===== src/verilog/tpg_pkg.sv =====
// Shared constants, types and decode helpers for the CSI-2 test pattern generator
package tpg_pkg;

  // Timing: the clock period and the unit of the programmed line period, both in ns
  localparam int CLK_PERIOD_NS = 4;
  localparam int LINE_UNIT_NS = 10;

  // Stream item layout: {is_hdr, first, last, byte}
  localparam int ITEM_W = 11;
  localparam int HDR_LAST = 2;
  localparam int BLOCK_DEPTH = 16;
  localparam int BUF_DEPTH = 2;

  // Configuration page and packet codes
  localparam logic [7:0] CFG_PAGE = 8'h00;
  localparam logic [5:0] DT_FRAME_START = 6'h00;
  localparam logic [5:0] DT_FRAME_END = 6'h01;
  localparam logic [15:0] SHORT_WC = 16'h0000;
  localparam logic [7:0] INV_MASK = 8'hFF;
  localparam logic [7:0] PAT_RESET = 8'h00;

  typedef enum {ST_IDLE, ST_HDR, ST_PAY} gen_state_t;
  typedef enum {PK_FS, PK_LINE, PK_FE} pkt_kind_t;

  // Reference bar colours in emission order
  function automatic logic [7:0] bar_byte(input logic [2:0] idx);
    case (idx)
      3'h0: bar_byte = 8'hAA;
      3'h1: bar_byte = 8'h33;
      3'h2: bar_byte = 8'hF0;
      3'h3: bar_byte = 8'h7F;
      3'h4: bar_byte = 8'h55;
      3'h5: bar_byte = 8'hCC;
      3'h6: bar_byte = 8'h0F;
      default: bar_byte = 8'h80;
    endcase
  endfunction : bar_byte

  // Bar count select 0..3 means 1, 2, 4 or 8 bars; returns count minus one
  function automatic logic [2:0] bars_m1(input logic [1:0] sel);
    bars_m1 = 3'((4'h1 << sel) - 4'h1);
  endfunction : bars_m1

endpackage : tpg_pkg


===== src/verilog/stream_if.sv =====
// Valid/ready byte-item stream between the generator and its output buffer
`timescale 1ns/1ps
interface stream_if #(parameter int WIDTH = 11);
  logic valid;
  logic ready;
  logic [WIDTH-1:0] data;
  modport src (output valid, output data, input ready);
  modport snk (input valid, input data, output ready);
endinterface : stream_if


===== src/verilog/stream_buf.sv =====
// Small flip-flop FIFO that keeps items while the transmitter stalls
`timescale 1ns/1ps
module stream_buf #(
  parameter int WIDTH = 11,
  parameter int DEPTH = 2
) (
  input wire logic sys_clk,
  input wire logic resetn,
  stream_if.snk in_s,
  stream_if.src out_s
);
  localparam int AW = (DEPTH > 1) ? $clog2(DEPTH) : 1;
  localparam logic [AW:0] FULL_CNT = (AW+1)'(DEPTH);
  localparam logic [AW-1:0] LAST_PTR = AW'(DEPTH - 1);

  logic [WIDTH-1:0] mem_ff [DEPTH];
  logic [AW-1:0] wr_ptr_ff;
  logic [AW-1:0] rd_ptr_ff;
  logic [AW:0] cnt_ff;
  logic wr_en;
  logic rd_en;

  // Full stalls the generator, so back-pressure reaches the source
  assign in_s.ready = (cnt_ff != FULL_CNT);
  assign out_s.valid = (cnt_ff != '0);
  assign out_s.data = mem_ff[rd_ptr_ff];
  assign wr_en = in_s.valid && in_s.ready;
  assign rd_en = out_s.valid && out_s.ready;

  // Storage, written at the write pointer only
  always_ff @(posedge sys_clk or negedge resetn) begin
    if (!resetn) begin
      for (int i = 0; i < DEPTH; i++) begin
        mem_ff[i] <= '0;
      end
    end else if (wr_en) begin
      mem_ff[wr_ptr_ff] <= in_s.data;
    end
  end

  // Pointers and fill count
  always_ff @(posedge sys_clk or negedge resetn) begin
    if (!resetn) begin
      wr_ptr_ff <= '0;
      rd_ptr_ff <= '0;
      cnt_ff <= '0;
    end else begin
      if (wr_en) begin
        wr_ptr_ff <= (wr_ptr_ff == LAST_PTR) ? '0 : wr_ptr_ff + 1'b1;
      end
      if (rd_en) begin
        rd_ptr_ff <= (rd_ptr_ff == LAST_PTR) ? '0 : rd_ptr_ff + 1'b1;
      end
      if (wr_en && !rd_en) begin
        cnt_ff <= cnt_ff + 1'b1;
      end else if (rd_en && !wr_en) begin
        cnt_ff <= cnt_ff - 1'b1;
      end
    end
  end
endmodule : stream_buf


===== src/verilog/tpg_top.sv =====
// CSI-2 test pattern generator: frame timing, packet builder and pattern bytes
// Contract
// [RQ1] Two pattern modes, colour bars or fixed colour, chosen by configuration.
// [RQ2] Eight bars emit AA,33,F0,7F,55,CC,0F,80; first seven are bar length.
// [RQ3] Final bar takes all remaining bytes of the line.
// [RQ4] Bars per line selectable as one, two, four or eight.
// [RQ5] Line length and bar length in bytes are separately programmed.
// [RQ6] Packet headers carry programmed datatype and virtual channel.
// [RQ7] Programmed active lines sit inside programmed total lines; rest is blanking.
// [RQ8] Line starts are spaced by the line period in 10 ns units.
// [RQ9] Front porch blank lines follow the last active line before frame end.
// [RQ10] Back porch blank lines follow frame start before the first active line.
// [RQ11] Software keeps bar length a multiple of the datatype block size.
// [RQ12] Runs in the transmit clock domain, hands formatted data directly.
// [RQ13] Fixed-colour mode uses the same frame and line dimensions.
// [RQ14] In fixed-colour mode successive bars alternate data and its complement.
// [RQ15] Fixed-colour block length programmable from one to sixteen bytes.
// [RQ16] Sixteen byte stores hold the value for each block position.
// [RQ17] Configuration is reached only through page zero.
// [RQ18] Software picks a block size holding whole pixels in whole bytes.
// [RQ19] Block index restarts at line start and wraps after the last byte.
// [RQ20] Frames run only while enabled; a cleared enable finishes the frame.
`timescale 1ns/1ps
module tpg_top
  import tpg_pkg::*;
#(
  parameter int LINE_W = 16
) (
  input wire logic sys_clk,
  input wire logic resetn,
  input wire logic enable,
  input wire logic mode_fixed,
  input wire logic [1:0] bar_count_sel,
  input wire logic [LINE_W-1:0] line_size,
  input wire logic [LINE_W-1:0] bar_size,
  input wire logic [5:0] data_type,
  input wire logic [1:0] vc_id,
  input wire logic [LINE_W-1:0] act_lines,
  input wire logic [LINE_W-1:0] tot_lines,
  input wire logic [15:0] line_period,
  input wire logic [7:0] vbp_lines,
  input wire logic [7:0] vfp_lines,
  input wire logic [3:0] block_len_m1,
  input wire logic [7:0] cfg_page,
  input wire logic pat_wr,
  input wire logic [3:0] pat_idx,
  input wire logic [7:0] pat_wdata,
  output logic tx_valid,
  input wire logic tx_ready,
  output logic [7:0] tx_data,
  output logic tx_hdr,
  output logic tx_first,
  output logic tx_last,
  output logic frame_busy
);

  ////////////////////////////////////////////////////////////////////////////
  // Declarations
  logic [7:0] pat_mem_ff [BLOCK_DEPTH];
  logic busy_ff;
  logic [LINE_W-1:0] ln_ff;
  logic [20:0] ns_ff;
  logic [20:0] slot_cyc_ff;
  logic fs_pend_ff;
  logic line_pend_ff;
  logic fe_pend_ff;
  logic fe_done_ff;
  gen_state_t state_ff;
  pkt_kind_t pkt_ff;
  logic [1:0] hb_ff;
  logic [LINE_W-1:0] pos_ff;
  logic [LINE_W-1:0] bar_pos_ff;
  logic [2:0] bar_idx_ff;
  logic [3:0] blk_ff;
  logic [21:0] nxt_ns;
  logic [21:0] slot_ns;
  logic slot_done;
  logic slot_start;
  logic last_slot;
  logic [LINE_W:0] act_end;
  logic [LINE_W+1:0] fe_line;
  logic in_active;
  logic fs_set;
  logic line_set;
  logic fe_set;
  logic take_fs;
  logic take_line;
  logic take_fe;
  logic push;
  logic hdr_last;
  logic pay_last;
  logic bar_last;
  logic [2:0] colour_idx;
  logic [7:0] hdr_byte;
  logic [7:0] pay_byte;
  logic [15:0] cur_wc;
  logic [5:0] cur_dt;

  stream_if #(.WIDTH(ITEM_W)) gen_s ();
  stream_if #(.WIDTH(ITEM_W)) out_s ();

  ////////////////////////////////////////////////////////////////////////////
  // Fixed-colour byte store, written only when page zero is selected
  always_ff @(posedge sys_clk or negedge resetn) begin
    if (!resetn) begin
      for (int i = 0; i < BLOCK_DEPTH; i++) begin
        pat_mem_ff[i] <= PAT_RESET;
      end
    end else if (pat_wr && (cfg_page == CFG_PAGE)) begin // see RQ17
      pat_mem_ff[pat_idx] <= pat_wdata; // see RQ16
    end
  end

  ////////////////////////////////////////////////////////////////////////////
  // Line slot timing; each slot rounds up to whole clocks, so it may run 2 ns long
  assign slot_ns = 22'(line_period) * 22'(LINE_UNIT_NS); // see RQ8
  assign nxt_ns = 22'(ns_ff) + 22'(CLK_PERIOD_NS);
  assign slot_done = busy_ff && (nxt_ns >= slot_ns); // see RQ8
  assign slot_start = busy_ff && (ns_ff == '0);
  assign last_slot = ((LINE_W+1)'(ln_ff) + 1'b1) >= (LINE_W+1)'(tot_lines); // see RQ7

  // Frame sequencing: enable is only looked at between frames
  always_ff @(posedge sys_clk or negedge resetn) begin
    if (!resetn) begin
      busy_ff <= 1'b0;
      ln_ff <= '0;
      ns_ff <= '0;
    end else if (!busy_ff) begin
      if (enable) begin // see RQ20
        busy_ff <= 1'b1;
        ln_ff <= '0;
        ns_ff <= '0;
      end
    end else if (slot_done) begin
      ns_ff <= '0;
      if (last_slot) begin
        busy_ff <= enable; // see RQ20
        ln_ff <= '0;
      end else begin
        ln_ff <= ln_ff + 1'b1;
      end
    end else begin
      ns_ff <= nxt_ns[20:0];
    end
  end

  // Clocks spent in the current slot, counted apart from the ns sum for the period check
  always_ff @(posedge sys_clk or negedge resetn) begin
    if (!resetn) begin
      slot_cyc_ff <= '0;
    end else if (!busy_ff || slot_done) begin
      slot_cyc_ff <= '0;
    end else begin
      slot_cyc_ff <= slot_cyc_ff + 1'b1;
    end
  end

  ////////////////////////////////////////////////////////////////////////////
  // Line classification: back porch, active lines, front porch, then blanking
  assign act_end = (LINE_W+1)'(vbp_lines) + (LINE_W+1)'(act_lines);
  assign fe_line = (LINE_W+2)'(act_end) + (LINE_W+2)'(vfp_lines); // see RQ9
  assign in_active = ((LINE_W+1)'(ln_ff) >= (LINE_W+1)'(vbp_lines)) // see RQ10
    && ((LINE_W+1)'(ln_ff) < act_end); // see RQ7
  assign fs_set = slot_start && (ln_ff == '0);
  assign line_set = slot_start && in_active;
  // A short total still closes the frame on its last slot
  assign fe_set = slot_start && (((LINE_W+2)'(ln_ff) == fe_line)
    || (last_slot && (!fe_done_ff || (ln_ff == '0))));

  assign take_fs = (state_ff == ST_IDLE) && fs_pend_ff;
  assign take_line = (state_ff == ST_IDLE) && !fs_pend_ff && line_pend_ff;
  assign take_fe = (state_ff == ST_IDLE) && !fs_pend_ff && !line_pend_ff && fe_pend_ff;

  // Pending packet requests; a new request wins over a take in the same cycle
  always_ff @(posedge sys_clk or negedge resetn) begin
    if (!resetn) begin
      fs_pend_ff <= 1'b0;
      line_pend_ff <= 1'b0;
      fe_pend_ff <= 1'b0;
      fe_done_ff <= 1'b0;
    end else begin
      fs_pend_ff <= fs_set || (fs_pend_ff && !take_fs);
      line_pend_ff <= line_set || (line_pend_ff && !take_line);
      fe_pend_ff <= fe_set || (fe_pend_ff && !take_fe);
      if (fe_set) begin
        fe_done_ff <= 1'b1;
      end else if (fs_set) begin
        fe_done_ff <= 1'b0;
      end
    end
  end

  ////////////////////////////////////////////////////////////////////////////
  // Header fields: short packets carry a zero word count
  assign cur_dt = (pkt_ff == PK_LINE) ? data_type : // see RQ6
    ((pkt_ff == PK_FS) ? DT_FRAME_START : DT_FRAME_END);
  assign cur_wc = (pkt_ff == PK_LINE) ? 16'(line_size) : SHORT_WC; // see RQ5
  always_comb begin
    case (hb_ff)
      2'h0: hdr_byte = {vc_id, cur_dt}; // see RQ6
      2'h1: hdr_byte = cur_wc[7:0];
      default: hdr_byte = cur_wc[15:8];
    endcase
  end

  // Payload byte; both modes share the same line and bar counters
  assign colour_idx = bar_idx_ff << (2'h3 - bar_count_sel); // see RQ4
  always_comb begin
    if (mode_fixed) begin // see RQ1
      pay_byte = pat_mem_ff[blk_ff] ^ (bar_idx_ff[0] ? INV_MASK : 8'h00); // see RQ14
    end else begin
      pay_byte = bar_byte(colour_idx); // see RQ2
    end
  end

  assign hdr_last = (hb_ff == 2'(HDR_LAST))
    && !((pkt_ff == PK_LINE) && (line_size != '0));
  assign pay_last = (pos_ff == line_size - 1'b1);
  assign bar_last = (bar_idx_ff == bars_m1(bar_count_sel));
  assign push = gen_s.valid && gen_s.ready;

  // Generator side of the buffer; the transmitter's stall reaches here
  assign gen_s.valid = (state_ff == ST_HDR) || (state_ff == ST_PAY);
  assign gen_s.data = (state_ff == ST_PAY) ? {1'b0, 1'b0, pay_last, pay_byte}
    : {1'b1, (hb_ff == 2'h0), hdr_last, hdr_byte};

  ////////////////////////////////////////////////////////////////////////////
  // Packet emitter: start of frame first, then line, then end of frame
  always_ff @(posedge sys_clk or negedge resetn) begin
    if (!resetn) begin
      state_ff <= ST_IDLE;
      pkt_ff <= PK_FS;
      hb_ff <= '0;
    end else begin
      case (state_ff)
        ST_IDLE: begin
          hb_ff <= '0;
          if (take_fs) begin
            pkt_ff <= PK_FS;
            state_ff <= ST_HDR;
          end else if (take_line) begin
            pkt_ff <= PK_LINE;
            state_ff <= ST_HDR;
          end else if (take_fe) begin
            pkt_ff <= PK_FE;
            state_ff <= ST_HDR;
          end
        end
        ST_HDR: begin
          if (push) begin
            hb_ff <= hb_ff + 1'b1;
            if (hb_ff == 2'(HDR_LAST)) begin
              state_ff <= hdr_last ? ST_IDLE : ST_PAY;
            end
          end
        end
        ST_PAY: begin
          if (push && pay_last) begin
            state_ff <= ST_IDLE;
          end
        end
        default: state_ff <= ST_IDLE;
      endcase
    end
  end

  // Byte, bar and block counters; all restart before each line payload
  always_ff @(posedge sys_clk or negedge resetn) begin
    if (!resetn) begin
      pos_ff <= '0;
      bar_pos_ff <= '0;
      bar_idx_ff <= '0;
      blk_ff <= '0;
    end else if (state_ff != ST_PAY) begin
      pos_ff <= '0;
      bar_pos_ff <= '0;
      bar_idx_ff <= '0;
      blk_ff <= '0; // see RQ19
    end else if (push) begin // see RQ13
      pos_ff <= pos_ff + 1'b1;
      // The last bar never advances, so it soaks up the line remainder
      if ((bar_pos_ff == bar_size - 1'b1) && !bar_last) begin // see RQ3
        bar_idx_ff <= bar_idx_ff + 1'b1;
        bar_pos_ff <= '0;
      end else if (!bar_last) begin
        bar_pos_ff <= bar_pos_ff + 1'b1;
      end
      blk_ff <= (blk_ff == block_len_m1) ? '0 : blk_ff + 1'b1; // see RQ15
    end
  end

  ////////////////////////////////////////////////////////////////////////////
  // Output buffer and top-level outputs; stream outputs from buffer flip-flops, frame_busy from busy_ff
  stream_buf #(.WIDTH(ITEM_W), .DEPTH(BUF_DEPTH)) u_buf (
    .sys_clk(sys_clk),
    .resetn(resetn),
    .in_s(gen_s.snk),
    .out_s(out_s.src)
  );

  assign out_s.ready = tx_ready; // see RQ12
  assign tx_valid = out_s.valid;
  assign tx_hdr = out_s.data[10];
  assign tx_first = out_s.data[9];
  assign tx_last = out_s.data[8];
  assign tx_data = out_s.data[7:0];
  assign frame_busy = busy_ff;
endmodule : tpg_top


===== config.mk =====
export PLATFORM = sky130hd
export DESIGN_NAME = tpg_top
export DESIGN_NICKNAME = d
export VERILOG_FILES = /design/src/verilog/tpg_pkg.sv /design/src/verilog/stream_if.sv /design/src/verilog/stream_buf.sv /design/src/verilog/tpg_top.sv
export SDC_FILE = /design/constraint.sdc
export NUM_CORES = 1
export LEC_CHECK = 0
export ABC_CLOCK_PERIOD_IN_PS = 5450
export BUFFER_PORTS_ARGS = -buffer_cell sky130_fd_sc_hd__buf_2
export CELL_PAD_IN_SITES_DETAIL_PLACEMENT = 1
export CELL_PAD_IN_SITES_GLOBAL_PLACEMENT = 1
export CORE_ASPECT_RATIO = 1.4
export CORE_MARGIN = 2
export CORE_UTILIZATION = 48
export CTS_CLUSTER_DIAMETER = 150
export DETAILED_ROUTE_END_ITERATION = 10
export GPL_TIMING_DRIVEN = 0
export HOLD_SLACK_MARGIN = 0.06
export PLACE_DENSITY = 0.78
export SLEW_MARGIN = 20
export SYNTH_ARGS = -nofsm -noshare
export SYNTH_HDL_FRONTEND = slang
export SYNTH_SLANG_ARGS = --single-unit

===== constraint.sdc =====
create_clock -name sys_clk -period 5.45 [get_ports sys_clk]
set_clock_uncertainty 0.15 [all_clocks]
set_input_delay 0.8175 -clock sys_clk [delete_from_list [all_inputs] [get_ports sys_clk]]
set_output_delay 0.8175 -clock sys_clk [all_outputs]
set_load 0.01 [all_outputs]

; After elaboration in Yosys (flattened, before gate mapping)
; Index checks and enable logic that the tools add are counted.
[classes]
order_cmp = 10
bitwise_logic = 5
shifts = 2
add_sub_neg = 18
n_mul = 1
reduce_logical = 65
eq_ne = 26
mux = 62
[ops]
columns = cell, n
row1 = $mux W32, 9
row2 = $mux W16, 11
row3 = $bwmux W128, 1
row4 = $eq A32 B2 Y1 const B, 3
row5 = $logic_not A32 Y1, 3
row6 = $pmux W32 S3, 1
row7 = $mux W21, 3
row8 = $pmux W8 S7, 1
row9 = $mux W11, 5
row10 = $add A16 B1 Y16 const B, 3
row11 = $mux W8, 5
row12 = $bmux W8 S4, 1
row13 = $demux W8 S4, 1
row14 = $eq A16 B16 Y1, 2
row15 = $eq A32 B1 Y1 const B, 1
row16 = $eq A32 B3 Y1 const B, 1
row17 = $ne A32 B3 Y1 const B, 1
row18 = $sub A16 B1 Y16 const B, 2
row19 = $logic_and A1 B1 Y1, 26
row20 = $add A21 B3 Y22 const B, 1
row21 = $bwmux W22, 1
row22 = $ge A22 B20 Y1, 1
row23 = $logic_not A21 Y1, 1
row24 = $mul A16 B3 Y19 const B, 1
row25 = 53 further kinds, 104
[totals]
register_bits = 301
in_bits = 136
out_inout_bits = 13

; Logic depth before layout (Yosys ltp)
[depth]
depth_word = 8
depth_mapped = 25
ltp_nobuf = 24

; Modules after synthesis
; From an unflattened synthesis, not the netlist that was laid out.
[hier_totals]
cells_unflattened = 1623
hier_area_um2 = 16562.1
[modules_own_cells]
columns = module, n_inst, area_per_inst_um2, cells_per_inst, seq_area_each_um2
row1 = tpg_top, 1, 15313.4, 1548, 5330.1
row2 = stream_buf, 1, 1248.7, 75, 650.6

; Worst setup path after synthesis
; OpenSTA, ideal clock, no wires.
[synth_timing]
kind = input to register
start = in line_period[2]
end = reg ln_ff[11]
stages = 22
slack_ns = 0.221
arrival_time_ns = 4.961
path_cell_list = ha_1 > ha_1 > a21o_1 > a21oi_1 > o21bai_1 > a21oi_1 > o21ai_0 > nand4_1 > nand4b_1 > o31a_1 > o21a_1 > or2_2 > ha_1 > a21o_1 > a21o_1 > a2111o_1 > and3b_1 > buf_2 > or2_1 > buf_2 > o21bai_1 > a21o_1
[synth_between]
elab_chain_len = 5
[synth_rtl]
columns = element, line_no
row1 = from (decl), tpg_top.sv:40  ; input wire logic [15:0] line_period,
row2 = $mul A16 B3 Y19, tpg_top.sv:116  ; assign slot_ns = 22'(line_period) * 22'(LINE_UNIT_NS);
row3 = $ge A22 B20 Y1, tpg_top.sv:118  ; assign slot_done = busy_ff && (nxt_ns >= slot_ns);
row4 = $logic_and A1 B1 Y1, tpg_top.sv:118
row5 = $ne A2 B1 Y1 (no line), --
row6 = $reduce_and A2 Y1 (no line), --
row7 = to (signal assigned), tpg_top.sv:140  ; ln_ff <= ln_ff + 1'b1;
row8 = to (decl), tpg_top.sv:61  ; logic [LINE_W-1:0] ln_ff;
; Every way passes these cells.
; A chain may end at the register's enable or synchronous reset.

; Final worst setup path
[layout_timing]
start = in line_period[2]
end = reg ln_ff[2]
; Same word-level chain as after synthesis.

==> key figures <==
Floorplan
  • FP Rows: 80
  • IO Count: 149
  • DIE AREA: 36,080 sq um
  • Core ar.: 34,030 sq um
  • Die width: 161.1 um
  • Initial Utilization: 48.74%
  • Die Y: 224.0 um

Clock tree
  • Worst-path clk slew: 0.07 ns
  • Max clock buf depth: 3
  • CTS root buf: clkbuf_16
  • Worst skew pair latency: 0.56 ns
  • CTS tree: built
  • CTS Sinks: 239
  • CTS Buf Count: 24
  • CTS HTree Levels: 1

Run status
  • Status: completed

Detailed routing
  • DRT Pass-1 Iters: 4
  • Remaining antenna violation count: 0
  • Vias: 13,350
  • Final wirelength: 46.82 mm
  • Via/cell ratio: 5.884
  • DRC viols: 0
  • Drt initial violations: 541
  • DR WL/cell: 20.64 um

Global route
  • Initial antenna violation count: 3
  • Grt total ovfl: 0
  • Largest net degree at the start of global routing: 89
  • Vias in the first global route: 14,520
  • First-pass GRT wire length: 76.06 mm
  • GRT Total Usage: 26.13%

Synthesis
  • FFs w/ async S/R, synth: 100.0%
  • Synth cell count leaders: dfrtp_1 (239), mux2_2 (142), ha_1 (118), nand2_1 (113), xnor2_1 (102)
  • Most frequent cell after synthesis: dfrtp_1
  • Post-Syn Area: 16,590 sq um
  • Synth area leader: dfrtp_1
  • Mapped Cells: 1,630
  • Distinct cell type count after synthesis: 86
  • YS warnings: 0
  • Number of synthesized flops with an enable pin: 0
  • Top_reg_cell synth: dfrtp_1
  • Syn avg cell area: 10.18 sq um
  • Seq/Total Area, Yosys: 36.05%
  • Post-synth net total: 1,887
  • Post-synth top area share: 36.05%
  • Top cells by area, synth: dfrtp_1 (36%), mux2_2 (9.6%), ha_1 (8.9%), mux4_2 (5.4%), xnor2_1 (5.4%)
  • Seq cells post-synth: 239

STA
  • RSZ-0062 raised after global routing: false
  • Hold Vio Cnt, Final: 0
  • Peak Freq: 194.3 MHz
  • Max-Slew Margin vs Limit: 21.91%
  • Hold Slack: 0.1169 ns
  • Fin crit share: 94.45%
  • Max-slew violation count: 0
  • Final setup violating endpoints: 0
  • Worst slew pin tran: 1.167 ns
  • Crit path time final: 5.147 ns

Place
  • Placed cells: 2,225
  • GPL Wtd Cong: 0.8510
  • Post-detail-place hpwl: 34.82 mm
  • IO Port Bufs: 141

Power and ir drop
  • Pleak: 8.837 nW
  • PwrDens: 310.9 nW/um^2
  • Maximum vdd drop: 0.2180 mV
  • Total power: 5.852 mW

Finish
  • Final cell count without fillers: 2,268
  • Layout cells sized above 1: 22.74%
  • Final Util: 55.31%
  • Area delta synth->final: 13.48%
  • NumNets Final: 2,057

Setup path
  • R2r worst-path depth: 20
  • Worst Setup Start Kind: input pin
  • Worst-path fanout max: 10
  • Worst reg2reg startpoint: ln_ff[4]
  • Register-to-register setup slack: 0.74 ns
  • Worst R2R End: ln_ff[12]
  • WP data required: 5.74 ns
  • CP arrival: 5.44 ns
  • Setup crit end kind: flip-flop
  • Crit Path Class: in -> reg

Job
  • Max Cap Viol: 0

Min path
  • Hold/Removal Path Class: in -> async
[flip-flops by register name (all words and copies together), names as in the netlist, 2 cells and up]
signal and count:
pat_mem_ff 128, pkt_ff 2, blk_ff 4, u_buf.mem_ff 22, bar_pos_ff 16, bar_idx_ff 3
u_buf.cnt_ff 2, pos_ff 16, state_ff 2, hb_ff 2, ns_ff 19, ln_ff 16
[worst max-delay path, stage by stage]
cell and delay [ns]:
buf_2 0.11, ha_1 0.33, ha_1 0.30, a21o_1 0.17, a21oi_2 0.18, o21bai_1 0.10
a21oi_2 0.19, o21ai_1 0.14, nand4_1 0.11, nand4b_1 0.14, o31a_1 0.28, o21a_1 0.19
or2_2 0.30, ha_1 0.29, a21o_1 0.16, a21o_1 0.18, a2111o_1 0.45, and3b_1 0.23
buf_2 0.16, or2_1 0.16, buf_4 0.19, o21bai_1 0.08, a21o_1 0.18
[metal layers]
layer | share of wire [%] | routed length, um | track usage, % | up-vias
li1 | - | - | - | 6258
met1 | 41 | 19170 | 31.12 | 6753
met2 | 53 | 24810 | 49.04 | 241
met3 | 3.0 | 1406 | 2.685 | 89
met4 | 3.0 | 1412 | 8.410 | 4
met5 | 0.049 | 23 | 0 | -
[layout make-up]
type	instances	area, sq um
inverter	83	311.5
clock inverter	7	112.6
tap	451	564.3
buffer	72	292.8
multi-input combinational	1236	10080
timing repair buffer	144	782.0
antenna	1	2.502
sequential	239	5981
clock buffer	35	701.9
fill	3834	15210
[per-stage QoR]
step                TNS, ns  cell area [sq um]  setup WS (ns)
finish                    0              18820         0.3027
CTS                       0              18770        0.05155
detailed placement   -15.24              17940        -0.7481
global route              0              18820        0.02816
global placement    -195.65              17860        -0.8017
floorplan                 0              16590         0.2214
[where the power goes]
group / switching [mW] / internal (mW)
sequential: 0.153 / 1.94
clock: 0.740 / 0.992
combinational: 1.21 / 0.810
total: 2.11 / 3.75
[kinds of logic (layout without fill, tap and decap cells)]
family                     after synthesis  count (layout)  share of synthesized area [%]
muxes                                  192             192                          15.67
DFF                                    239             239                          36.05
and+or+nand+nor                        465             465                          14.45
AOI/OAI and AO/OA                      294             294                          12.22
buffers and inverters                  155             341                          3.598
xor gates and xnor gates               164             164                          8.742
other                                    0               1                              0
adders and majority gates              121             121                          9.262
[timing repair]
item                                    CTS  global route
gates cloned                              0             0
resized for setup                         3            14
hold buffers                              0             0
buffers inserted                          0             0
pin swaps                                 0             1
endpoints found under the setup margin   11            17
[worst max path at each step]
stage	from	endpoint	slack (ns)	cells past startpoint
finish	line_period[2]	ln_ff[2]	0.30	23
CTS	line_period[2]	ln_ff[7]	0.05	23
detailed placement	line_period[2]	ln_ff[10]	-0.75	22
global placement	resetn	ns_ff[6]	-0.80	1
global route	line_period[2]	ln_ff[2]	0.03	23
floorplan	line_period[2]	ln_ff[11]	0.22	22
[layout by cell type (no fill, tap or decap), drive strengths merged, types with 8 or more instances in the layout]
cell type | synthesis | final
nor4 | 17 | 17
a21oi | 69 | 69
nand3 | 52 | 52
nor2 | 100 | 100
and3 | 17 | 17
nand2 | 114 | 114
nand2b | 23 | 23
nor3 | 30 | 30
buf | 18 | 160
nor2b | 18 | 18
dfrtp | 239 | 239
nand4 | 26 | 26
mux2i | 10 | 10
a32o | 16 | 16
o21ai | 69 | 69
a21o | 30 | 30
clkbuf | 54 | 91
mux4 | 40 | 40
nor3b | 11 | 11
a31oi | 11 | 11
xnor2 | 102 | 102
o31ai | 10 | 10
inv | 82 | 82
o21a | 13 | 13
xor2 | 61 | 61
or3 | 8 | 8
mux2 | 142 | 142
a22oi | 9 | 9
or2 | 10 | 10
ha | 118 | 118
Note: power is estimated with default switching activity, not from simulation.
